### config.mk
export PLATFORM = sky130hd
export DESIGN_NAME = pmq_top
export DESIGN_NICKNAME = d
export VERILOG_FILES = /design/src/core/pmq_top.v /design/src/core/pmq_deglitch.v
export VERILOG_INCLUDE_DIRS = /design/src /design/src/core
export SDC_FILE = /design/constraint.sdc
export NUM_CORES = 1
export LEC_CHECK = 0
export BUFFER_PORTS_ARGS = -buffer_cell sky130_fd_sc_hd__buf_2
export CORE_UTILIZATION = 58
export CTS_BUF_LIST = sky130_fd_sc_hd__clkbuf_4
export DETAILED_ROUTE_END_ITERATION = 10
export PLACE_DENSITY = 0.88
export SLEW_MARGIN = 20
export SYNTH_ARGS = -nofsm -noshare
export SYNTH_HDL_FRONTEND = slang
export SYNTH_SLANG_ARGS = --single-unit
### constraint.sdc
create_clock -name mclk -period 2.17 [get_ports mclk]
set_input_delay 0.217 -clock mclk [delete_from_list [all_inputs] [get_ports mclk]]
set_output_delay 0.217 -clock mclk [all_outputs]
set_load 0.005 [all_outputs]
### src/core/pmq_regs.vh
// timing constants and field positions of the pir motion qualifier
//
// Operation
// high-trip flag while amp output above upper threshold, low-trip while below lower.
// all durations and counts are dimensioned for a 62.5 Hz system tick.
// all processing runs synchronous to the system tick; deglitch depends on phase.
// after reset a thirty second start-up sequence precedes any detection.
// during start-up the indicator toggles near two hertz, ignoring indicator enable.
// during start-up the detect output is held low regardless of comparator flags.
// comparator pulses shorter than two tick periods are rejected as glitches.
// comparator pulses longer than three tick periods are always accepted.
// mode low: any deglitched pulse from either flag triggers detect output.
// mode high: opposite-flag pulses within five seconds of each other trigger detect.
// mode high: missing second pulse within timeout discards the pending pulse.
// outside start-up, indicator enable high keeps indicator from toggling on detection.
// outside start-up, indicator enable low toggles indicator on each detection.
// flags, mode and indicator enable pass a two-stage synchronizer first.
// reset release clears all recognition state and restarts start-up.
`ifndef PMQ_REGS_VH
`define PMQ_REGS_VH

// ----------------------------------------------------------------------------
// clock rates
// ----------------------------------------------------------------------------
`define PMQ_MCLK_PERIOD_NS 5
`define PMQ_SYS_PERIOD_US 16000
`define PMQ_TICK_CYC ((`PMQ_SYS_PERIOD_US * 1000) / `PMQ_MCLK_PERIOD_NS)

// ----------------------------------------------------------------------------
// durations in milliseconds and their tick counts
// ----------------------------------------------------------------------------
`define PMQ_STARTUP_MS 30000
`define PMQ_STARTUP_TICKS ((`PMQ_STARTUP_MS * 1000) / `PMQ_SYS_PERIOD_US)
`define PMQ_BLINK_HALF_MS 250
`define PMQ_BLINK_TICKS ((`PMQ_BLINK_HALF_MS * 1000) / `PMQ_SYS_PERIOD_US)
`define PMQ_DUAL_WIN_MS 5000
`define PMQ_DUAL_WIN_TICKS ((`PMQ_DUAL_WIN_MS * 1000) / `PMQ_SYS_PERIOD_US)
`define PMQ_DET_HOLD_MS 2000
`define PMQ_DET_HOLD_TICKS ((`PMQ_DET_HOLD_MS * 1000) / `PMQ_SYS_PERIOD_US)
`define PMQ_DGL_SAMPLES 3

// ----------------------------------------------------------------------------
// synchronised input vector positions
// ----------------------------------------------------------------------------
`define PMQ_IN_HI 0
`define PMQ_IN_LO 1
`define PMQ_IN_MODE 2
`define PMQ_IN_LEDEN_N 3
`define PMQ_IN_W 4

`endif

### src/core/pmq_top.v
// digital processing of the pir motion qualifier: start-up, deglitch, recognition
`timescale 1ns/1ps
`default_nettype none
`include "pmq_regs.vh"

module pmq_top #(
   parameter [31:0] TICK_CYC = `PMQ_TICK_CYC
) (
   // clock and reset
   input wire mclk,
   input wire rst,
   // window comparator flags
   input wire comp_hi,
   input wire comp_lo,
   // straps
   input wire mode,
   input wire indicator_enable_n,
   // outputs
   output reg detect_ff,
   output reg indicator_ff,
   output reg startup_ff
);

   // ----------------------------------------------------------------------------
   // states
   // ----------------------------------------------------------------------------
   localparam [2:0] ST_START = 3'h1;
   localparam [2:0] ST_IDLE = 3'h2;
   localparam [2:0] ST_WAIT = 3'h4;

   localparam [31:0] STARTUP_N = `PMQ_STARTUP_TICKS - 1;
   localparam [31:0] BLINK_N = `PMQ_BLINK_TICKS - 1;
   localparam [31:0] WIN_N = `PMQ_DUAL_WIN_TICKS - 1;
   localparam [31:0] HOLD_N = `PMQ_DET_HOLD_TICKS - 1;
   localparam [10:0] STARTUP_LAST = STARTUP_N[10:0];
   localparam [10:0] BLINK_LAST = BLINK_N[10:0];
   localparam [10:0] WIN_LAST = WIN_N[10:0];
   localparam [10:0] HOLD_LAST = HOLD_N[10:0];
   localparam [31:0] TICK_LAST = TICK_CYC - 32'h1;

   // ----------------------------------------------------------------------------
   // input synchronisers
   // ----------------------------------------------------------------------------
   wire [`PMQ_IN_W-1:0] raw_in;
   wire [`PMQ_IN_W-1:0] sync_in;

   // the analog comparator already produces the two flags
   assign raw_in[`PMQ_IN_HI] = comp_hi;
   assign raw_in[`PMQ_IN_LO] = comp_lo;
   assign raw_in[`PMQ_IN_MODE] = mode;
   assign raw_in[`PMQ_IN_LEDEN_N] = indicator_enable_n;

   genvar gi;
   generate
      for (gi = 0; gi < `PMQ_IN_W; gi = gi + 1) begin : g_sync
         // one flop pair per bit keeps every register in a single process
         reg meta_ff;
         reg sync_ff;
         always @(posedge mclk) begin
            if (rst) begin
               meta_ff <= 1'b0;
               sync_ff <= 1'b0;
            end else begin
               meta_ff <= raw_in[gi];
               sync_ff <= meta_ff;
            end
         end
         assign sync_in[gi] = sync_ff;
      end
   endgenerate

   // ----------------------------------------------------------------------------
   // system tick
   // ----------------------------------------------------------------------------
   // every duration is counted in ticks of the nominal system oscillator, so
   // shortening TICK_CYC scales all of them together
   reg [31:0] tick_cnt_ff;
   reg tick_ff;

   always @(posedge mclk) begin
      if (rst) begin
         tick_cnt_ff <= 32'h0;
         tick_ff <= 1'b0;
      end else if (tick_cnt_ff >= TICK_LAST) begin
         tick_cnt_ff <= 32'h0;
         tick_ff <= 1'b1;
      end else begin
         tick_cnt_ff <= tick_cnt_ff + 32'h1;
         tick_ff <= 1'b0;
      end
   end

   // ----------------------------------------------------------------------------
   // deglitch stages
   // ----------------------------------------------------------------------------
   wire [1:0] acc;

   generate
      for (gi = 0; gi < 2; gi = gi + 1) begin : g_dgl
         pmq_deglitch u_dgl (
            .mclk(mclk),
            .rst(rst),
            .tick(tick_ff),
            .flag(sync_in[gi]),
            .accept_ff(acc[gi])
         );
      end
   endgenerate

   // ----------------------------------------------------------------------------
   // helpers
   // ----------------------------------------------------------------------------
   // true when a pulse of the opposite polarity to the pending one arrived
   function opp_hit;
      input pend_hi;
      input [1:0] a;
      begin
         opp_hit = pend_hi ? a[`PMQ_IN_LO] : a[`PMQ_IN_HI];
      end
   endfunction

   // ----------------------------------------------------------------------------
   // recognition state machine
   // ----------------------------------------------------------------------------
   reg [2:0] state_ff;
   reg [2:0] nxt_state;
   reg [10:0] cnt_ff;
   reg [10:0] nxt_cnt;
   reg [10:0] blink_ff;
   reg [10:0] nxt_blink;
   reg pend_hi_ff;
   reg nxt_pend_hi;
   reg trig;

   always @* begin
      nxt_state = state_ff;
      nxt_cnt = cnt_ff;
      nxt_blink = blink_ff;
      nxt_pend_hi = pend_hi_ff;
      trig = 1'b0;
      case (state_ff)
         ST_START: begin
            // pulses arriving now are simply dropped
            if (tick_ff) begin
               nxt_blink = (blink_ff == BLINK_LAST) ? 11'h0 : blink_ff + 11'h1;
               if (cnt_ff == STARTUP_LAST) begin
                  nxt_state = ST_IDLE;
                  nxt_cnt = 11'h0;
               end else begin
                  nxt_cnt = cnt_ff + 11'h1;
               end
            end
         end
         ST_IDLE: begin
            if (!sync_in[`PMQ_IN_MODE]) begin
               trig = |acc;
            end else if (acc == 2'h3) begin
               trig = 1'b1;
            end else if (|acc) begin
               nxt_state = ST_WAIT;
               nxt_pend_hi = acc[`PMQ_IN_HI];
               nxt_cnt = 11'h0;
            end
         end
         ST_WAIT: begin
            if (!sync_in[`PMQ_IN_MODE]) begin
               // leaving dual mode drops the pending pulse
               nxt_state = ST_IDLE;
               trig = |acc;
            end else if (opp_hit(pend_hi_ff, acc)) begin
               trig = 1'b1;
               nxt_state = ST_IDLE;
            end else if (|acc) begin
               // a repeat of the same flag starts a fresh window
               nxt_cnt = 11'h0;
            end else if (tick_ff) begin
               if (cnt_ff == WIN_LAST) begin
                  nxt_state = ST_IDLE;
               end else begin
                  nxt_cnt = cnt_ff + 11'h1;
               end
            end
         end
         default: begin
            nxt_state = ST_START;
            nxt_cnt = 11'h0;
            nxt_blink = 11'h0;
         end
      endcase
   end

   always @(posedge mclk) begin
      if (rst) begin
         state_ff <= ST_START;
         cnt_ff <= 11'h0;
         blink_ff <= 11'h0;
         pend_hi_ff <= 1'b0;
      end else begin
         state_ff <= nxt_state;
         cnt_ff <= nxt_cnt;
         blink_ff <= nxt_blink;
         pend_hi_ff <= nxt_pend_hi;
      end
   end

   // ----------------------------------------------------------------------------
   // detect output
   // ----------------------------------------------------------------------------
   // a new trigger during the hold restarts it, so a stream of motion keeps
   // the output high instead of chattering
   reg [10:0] hold_ff;
   reg [10:0] nxt_hold;
   reg nxt_detect;

   always @* begin
      nxt_hold = hold_ff;
      nxt_detect = detect_ff;
      if (state_ff == ST_START) begin
         nxt_detect = 1'b0;
         nxt_hold = 11'h0;
      end else if (trig) begin
         nxt_detect = 1'b1;
         nxt_hold = 11'h0;
      end else if (detect_ff && tick_ff) begin
         if (hold_ff == HOLD_LAST) begin
            nxt_detect = 1'b0;
         end else begin
            nxt_hold = hold_ff + 11'h1;
         end
      end
   end

   always @(posedge mclk) begin
      if (rst) begin
         detect_ff <= 1'b0;
         hold_ff <= 11'h0;
      end else begin
         detect_ff <= nxt_detect;
         hold_ff <= nxt_hold;
      end
   end

   // ----------------------------------------------------------------------------
   // indicator and start-up flag
   // ----------------------------------------------------------------------------
   reg nxt_indicator;

   always @* begin
      nxt_indicator = indicator_ff;
      if (state_ff == ST_START) begin
         // enable strap is ignored while starting up
         if (tick_ff && blink_ff == BLINK_LAST) begin
            nxt_indicator = ~indicator_ff;
         end
         if (tick_ff && cnt_ff == STARTUP_LAST) begin
            nxt_indicator = 1'b0;
         end
      end else if (trig && !sync_in[`PMQ_IN_LEDEN_N]) begin
         nxt_indicator = ~indicator_ff;
      end else begin
         nxt_indicator = indicator_ff;
      end
   end

   always @(posedge mclk) begin
      if (rst) begin
         indicator_ff <= 1'b0;
         startup_ff <= 1'b1;
      end else begin
         indicator_ff <= nxt_indicator;
         startup_ff <= (nxt_state == ST_START);
      end
   end

endmodule // pmq_top
`default_nettype wire

### src/core/pmq_deglitch.v
// deglitch filter for one comparator flag, sampled on the system tick
`timescale 1ns/1ps
`default_nettype none
`include "pmq_regs.vh"

module pmq_deglitch (
   // clock and reset
   input wire mclk,
   input wire rst,
   // sampling strobe and flag
   input wire tick,
   input wire flag,
   // one-cycle accept strobe
   output reg accept_ff
);

   reg [1:0] run_ff;
   reg [1:0] nxt_run;
   reg nxt_accept;

   localparam [31:0] DGL_N = `PMQ_DGL_SAMPLES - 1;
   localparam [1:0] DGL_LAST = DGL_N[1:0];

   // ----------------------------------------------------------------------------
   // count consecutive high samples
   // ----------------------------------------------------------------------------
   // three samples at tick spacing reject anything under two periods and take
   // anything over three, whatever the phase of the flag edges
   always @* begin
      nxt_run = run_ff;
      nxt_accept = 1'b0;
      if (tick) begin
         if (!flag) begin
            nxt_run = 2'h0;
         end else if (run_ff != 2'h3) begin
            nxt_run = run_ff + 2'h1;
            nxt_accept = (run_ff == DGL_LAST);
         end
      end
   end

   always @(posedge mclk) begin
      if (rst) begin
         run_ff <= 2'h0;
         accept_ff <= 1'b0;
      end else begin
         run_ff <= nxt_run;
         accept_ff <= nxt_accept;
      end
   end

endmodule // pmq_deglitch
`default_nettype wire

# --- Word level (Yosys, flattened, before mapping) ---
# Cells that the tools add are included.
word_totals:
  in_bits: 6
  output_inout_bits: 3
  ff_bits: 87
  elab_cells: 128
classes:
  reduce_logical: 23
  n_addsub: 6
  bitwise: 9
  order_cmp: 1
  mux: 43
  n_eq_ne: 24
ops:
  columns: ["op", "count"]
  rows:
  - ["$mux 11", 12]
  - ["$add 11x1->11 const B", 3]
  - ["$pmux 11 s3", 1]
  - ["$add 32x1->32 const B", 1]
  - ["$ge 32x22->1 const B", 1]
  - ["$mux 3", 10]
  - ["$pmux 11 s2", 1]
  - ["$ne 2x2->1 const B", 8]
  - ["$mux 1", 13]
  - ["$reduce_and 2->1", 6]
  - ["$eq 11x11->1 const B", 1]
  - ["$eq 11x4->1 const B", 1]
  - ["$eq 11x7->1 const B", 1]
  - ["$eq 11x9->1 const B", 1]
  - ["$not 1->1", 9]
  - ["$pmux 3 s3", 1]
  - ["$mux 2", 4]
  - ["$reduce_and 8->1", 1]
  - ["$reduce_or 2->1", 4]
  - ["$reduce_or 4->1", 2]
  - ["$eq 2x2->1 const B", 3]
  - ["$eq 3x1->1 const B", 2]
  - ["$ne 3x3->1 const B", 2]
  - ["$reduce_bool 2->1", 3]
  - ["other kinds (10)", 15]

# --- Depth between registers and ports, before layout ---
depth:
  ltp_word: 8
  depth_mapped: 8

# --- Hierarchy ---
# A second synthesis with hierarchy kept.
hier_totals:
  hier_cells: 455
  area_unflattened_um2: 4251.6
by_module_without_submodules:
  columns: ["module", "area_per_inst_um2", "seq_area_each_um2", "cells_per_inst", "n_inst"]
  rows:
  - ["pmq_top", 3903.7, 1621.6, 427, 1]
  - ["pmq_deglitch", 173.9, 60.1, 14, 2]

# --- Worst setup path before layout ---
# OpenSTA, ideal clock, no wires.
synth_timing:
  path_type: "register to register"
  from: "register blink_ff[0]"
  to: "register blink_ff[10]"
  n_path_buf: 0
  t_required_ns: 2.026
  setup_slack_ns: 0.129
  stages_incl_launch_ff: 8
  setup_time_ns: 0.144
  arrival_ns: 1.897
  period_less_slack_ns: 2.041
  cell_sequence: "dfxtp_1 > inv_1 > ha_1 > or4b_2 > nor3_2 > nor2_1 > a41oi_1 > a311oi_1"
synth_via:
  elab_chain_len: 4
  elab_cells_between_ends: 5
  classes_between: "add/sub (1); eq/ne (1); mux (3)"
synth_rtl:
  columns: ["element", "line_no", "rtl"]
  rows:
  - ["start: declaration", "pmq_top.v:129", "reg [10:0] blink_ff;"]
  - ["start signal: assignment", "pmq_top.v:201", "blink_ff <= nxt_blink;"]
  - ["$add 11x1->11 or $eq 11x4->1 (tied branches)", "pmq_top.v:145", "nxt_blink = (blink_ff == BLINK_LAST) ? 11'h0 : blink_ff + 11'h1;"]
  - ["$mux 11 *", "pmq_top.v:145", null]
  - ["$mux 11 *", "pmq_top.v:144", "if (tick_ff) begin"]
  - ["$pmux 11 s2 *", "pmq_top.v:141", "case (state_ff)"]
# Every way passes the cells marked *; elsewhere a longest branch is shown, timed or not. The select of a mux whose other input is x is not followed.
# A chain may end at the register's enable or synchronous reset.

# --- Worst setup path after layout ---
layout_timing:
  from: "register g_dgl[0].u_dgl.accept_ff"
  to: "register cnt_ff[4]"
layout_via:
  elab_chain_len: 5
  elab_cells_between_ends: 13
  classes_between: "eq/ne (6); mux (5); reduce/logical (2)"
layout_rtl:
  columns: ["element", "line_no", "rtl"]
  rows:
  - ["start: declaration", "pmq_deglitch.v:14", "output reg accept_ff"]
  - ["start signal: assignment", "pmq_deglitch.v:48", "accept_ff <= nxt_accept;"]
  - ["$reduce_or 2->1", "pmq_top.v:159, pmq_top.v:173", null]
  - ["$mux 11", "pmq_top.v:173", "end else if (|acc) begin"]
  - ["$mux 11", "pmq_top.v:170", "end else if (opp_hit(pend_hi_ff, acc)) begin"]
  - ["$mux 11", "pmq_top.v:166", "if (!sync_in[`PMQ_IN_MODE]) begin"]
  - ["$pmux 11 s3", "pmq_top.v:141", null]
  - ["end signal: assignment", "pmq_top.v:200", "cnt_ff <= nxt_cnt;"]
  - ["end: declaration", "pmq_top.v:127", "reg [10:0] cnt_ff;"]
# Several ways; a longest one is shown, not always the timed one. The select of a mux whose other input is x is not followed.

==> impl_metrics.csv <==
group,metric,value,unit
timing,tightest_slew,0.639,ns
placement,pre_cts_ws,0.0242,ns
drt,drt_wl_total,8300,microns
floorplan,die_h,85.7,microns
synthesis,synth_compound_area_frac,0.134,
synthesis,synthSimpleGateAreaFrac,0.299,
clock_network,clock-sinks,87,
worst_setup_path,crit_required,2.55,ns
drt,wl_per_cell,13.9,microns
clock_network,cts_buffer_depth,2,
job,max_cap_violations,0,
pwr,cellLeakagePower,1.61,nW
timing,post-route-period-util,0.954,
timing,fin_skew,0.00747,ns
drt,vias,3447,
drt,drc,0,
timing,hold_violations,0,
finish,fin_nets,512,
global_routing,gr-usage-all-layers,0.239,
synthesis,synth_mux_area_frac,0.00493,
timing,clock.fmax,483,MHz
floorplan,die_w,85.7,microns
synthesis,ys_ff_latch,87,
worst_setup_path,worstPathArrival,2.45,ns
global_routing,grt_pass1_vias,3202,
timing,grt_setup_unrepaired,"no",
timing,finalSetupViolations,0,
floorplan,rows,30,
pwr,p_per_area,612,nW/um^2
worst_setup_path,cp-start-kind,"flip-flop",
clock_network,numCtsBuffers,9,
synthesis,yosys.area_share.xor_xnor,0.0687,
finish,antenna_cells,0,
drt,via_per_inst,5.78,
drt,final_antenna_net_count,0,
global_routing,antenna_found_initial,0,
timing,layout_setup_ws,0.0995,ns
worst_setup_path,critPathCaptureType,"flip-flop",
synthesis,ys_seq_area_frac,0.429,
synthesis,syn_inst,459,
drt,drt_iter0_drc,262,
synthesis,synth-async-reset-ratio,0,
clock_network,path_clk_slew,0.14,ns
worst_setup_path,cp_max_fo,8,
floorplan,io_pins,9,
synthesis,ys.flop_type,"dfxtp_1",
placement,hpwlAfterDp,5750,microns
finish,synthToLayoutAreaGrowth,12.0,%
timing,slew_viol_final,0,
pwr,ir_worst_vdd,479,uV
synthesis,synth_edf_count,0,
global_routing,gr-total-overflow,0,
timing,fin_setup_tns,0,ns
synthesis,synth.distinct_cells,68,
worst_hold_path,hp-class,"in2reg",
floorplan,start_util,0.598,
placement,port_buffers,8,
finish,layout-drive-gt1-share,0.142,
clock_network,clk_latency,0.43,ns
synthesis,synth_top_family_by_area,"simple AND/OR/NAND/NOR gates",
clock_network,cts_tree,"built",
placement,routabilityCongestion,0.915,
clock_network,htreeDepth,3,
synthesis,synth_area_per_cell,8.85,sq um
timing,fin_crit,2.07,ns
floorplan,core-area,6790,sq um
synthesis,synth_fa_ha_area_frac,0.0339,
drt,drt_pass1_iterations,5,
clock_network,cts_root_buf,"clkbuf_4",
worst_setup_path,critPathKind,"reg2reg",
global_routing,grt_max_degree,31,
finish,final_core_util,0.669,
synthesis,netlist_area,4060,sq um
timing,slew_headroom,0.572,
synthesis,yosysWarnings,0,
outcome,outcome,"finished clean",
clock_network,post-cts-setup-buffers,0,
floorplan,die_area,7340,sq um
global_routing,grt_pass1_wl,14200,microns
flip-flops by register name (all words and copies together), names as in the netlist:
signal and count:
g_dgl.u_dgl.run_ff 4, state_ff 3, cnt_ff 11, tick_ff 1, tick_cnt_ff 32, detect_ff 1
g_sync.sync_ff 4, pend_hi_ff 1, indicator_ff 1, g_dgl.u_dgl.accept_ff 2, blink_ff 11, startup_ff 1
g_sync.meta_ff 4, hold_ff 11
timing repair:
action / 4_1_cts / 5_1_grt
endpoints found under the hold margin: 4 / 0
resized for setup: 1 / 4
cloned: 0 / 0
hold buffers: 4 / 0
endpoints found under the setup margin: 1 / 13
layout by cell type (no fill, tap or decap), types with 10 or more instances in the layout:
| cell | synthesis | final |
|---|---|---|
| a21oi_1 | 17 | 17 |
| xor2_1 | 20 | 20 |
| nand2_1 | 34 | 34 |
| o21ai_0 | 15 | 15 |
| dfxtp_1 | 87 | 85 |
| conb_1 | 1 | 10 |
| nand4_1 | 11 | 11 |
| nor3_1 | 15 | 15 |
| buf_4 | 2 | 22 |
| nor2_1 | 67 | 66 |
| ha_1 | 11 | 11 |
| nand3_1 | 16 | 16 |
| xnor2_1 | 10 | 10 |
| nor2b_1 | 12 | 12 |
power breakdown:
part	internal, mW	switching [mW]
combinational	0.0424	0.0584
clock	0.469	0.576
sequential	1.62	0.0151
total	2.13	0.649
cell usage after synthesis (9+ instances only):
| library cell | n | area (sq um) |
|---|---|---|
| a21oi_1 | 17 | 85.1 |
| a311oi_1 | 9 | 78.8 |
| and3_1 | 9 | 56.3 |
| clkbuf_1 | 12 | 45.0 |
| dfxtp_1 | 87 | 1740 |
| ha_1 | 11 | 138 |
| inv_1 | 9 | 33.8 |
| nand2_1 | 34 | 128 |
| nand3_1 | 16 | 80.1 |
| nand4_1 | 11 | 68.8 |
| nor2_1 | 67 | 251 |
| nor2b_1 | 12 | 75.1 |
| nor3_1 | 15 | 75.1 |
| o21ai_0 | 15 | 75.1 |
| xnor2_1 | 10 | 87.6 |
| xor2_1 | 20 | 175 |
worst max-delay path: stages (launching register included):
cell      delay (ns)
dfxtp_1         0.53
xor2_2          0.24
a21boi_2        0.13
or4_4           0.60
nor2_2          0.34
a32o_1          0.18
layout make-up:
type / instances / area [sq um]
Inverter: 9 / 33.8
Sequential cell: 87 / 1740
Clock buffer: 9 / 67.6
Fill cell: 523 / 2250
Multi-Input combinational cell: 354 / 2240
Clock inverter: 7 / 96.3
Timing Repair Buffer: 34 / 245
Tap cell: 96 / 120
per-layer routing:
metal | up-vias | wire length [microns] | GRT usage | part of all wire
met5 | - | 0 | 0 | 0
met4 | 0 | 95 | 0.0970 | 0.011
met3 | 12 | 335 | 0.0385 | 0.040
met2 | 89 | 3940 | 0.385 | 0.47
met1 | 1632 | 3930 | 0.321 | 0.47
li1 | 1714 | - | - | -
per-stage QoR:
| step | cells | power, mW | hold WS (ns) | area, sq um |
|---|---|---|---|---|
| floorplan | 468 | 1.73 | 0.345 | 4090 |
| global placement | 576 | 1.76 | 0.418 | 4330 |
| detailed placement | 576 | 1.77 | 0.432 | 4330 |
| CTS | 596 | 2.79 | 0.238 | 4540 |
| global route | 596 | 2.89 | 0.262 | 4550 |
| finish | 596 | 2.78 | 0.255 | 4550 |
worst paths after layout:
check,start,endpoint,slack (ns),cells past startpoint
worst max-delay path,g_dgl[0].u_dgl.accept_ff,cnt_ff[4],0.1,5
worst min-delay path,rst,cnt_ff[0],0.25,2
worst max register to register,g_dgl[0].u_dgl.accept_ff,cnt_ff[4],0.1,5
worst min register to register,g_sync[0].meta_ff,g_sync[0].sync_ff,0.46,1
kinds of logic (layout without fill, tap and decap cells):
group / after synthesis / after routing
and+or+nand+nor: 225 / 225
xor gates and xnor gates: 31 / 31
adders and majority gates: 11 / 11
DFF: 87 / 87
AOI/OAI and AO/OA: 75 / 75
other: 1 / 10
buffers and inverters: 27 / 59
muxes: 2 / 2
(Power assumes the default switching activity.)
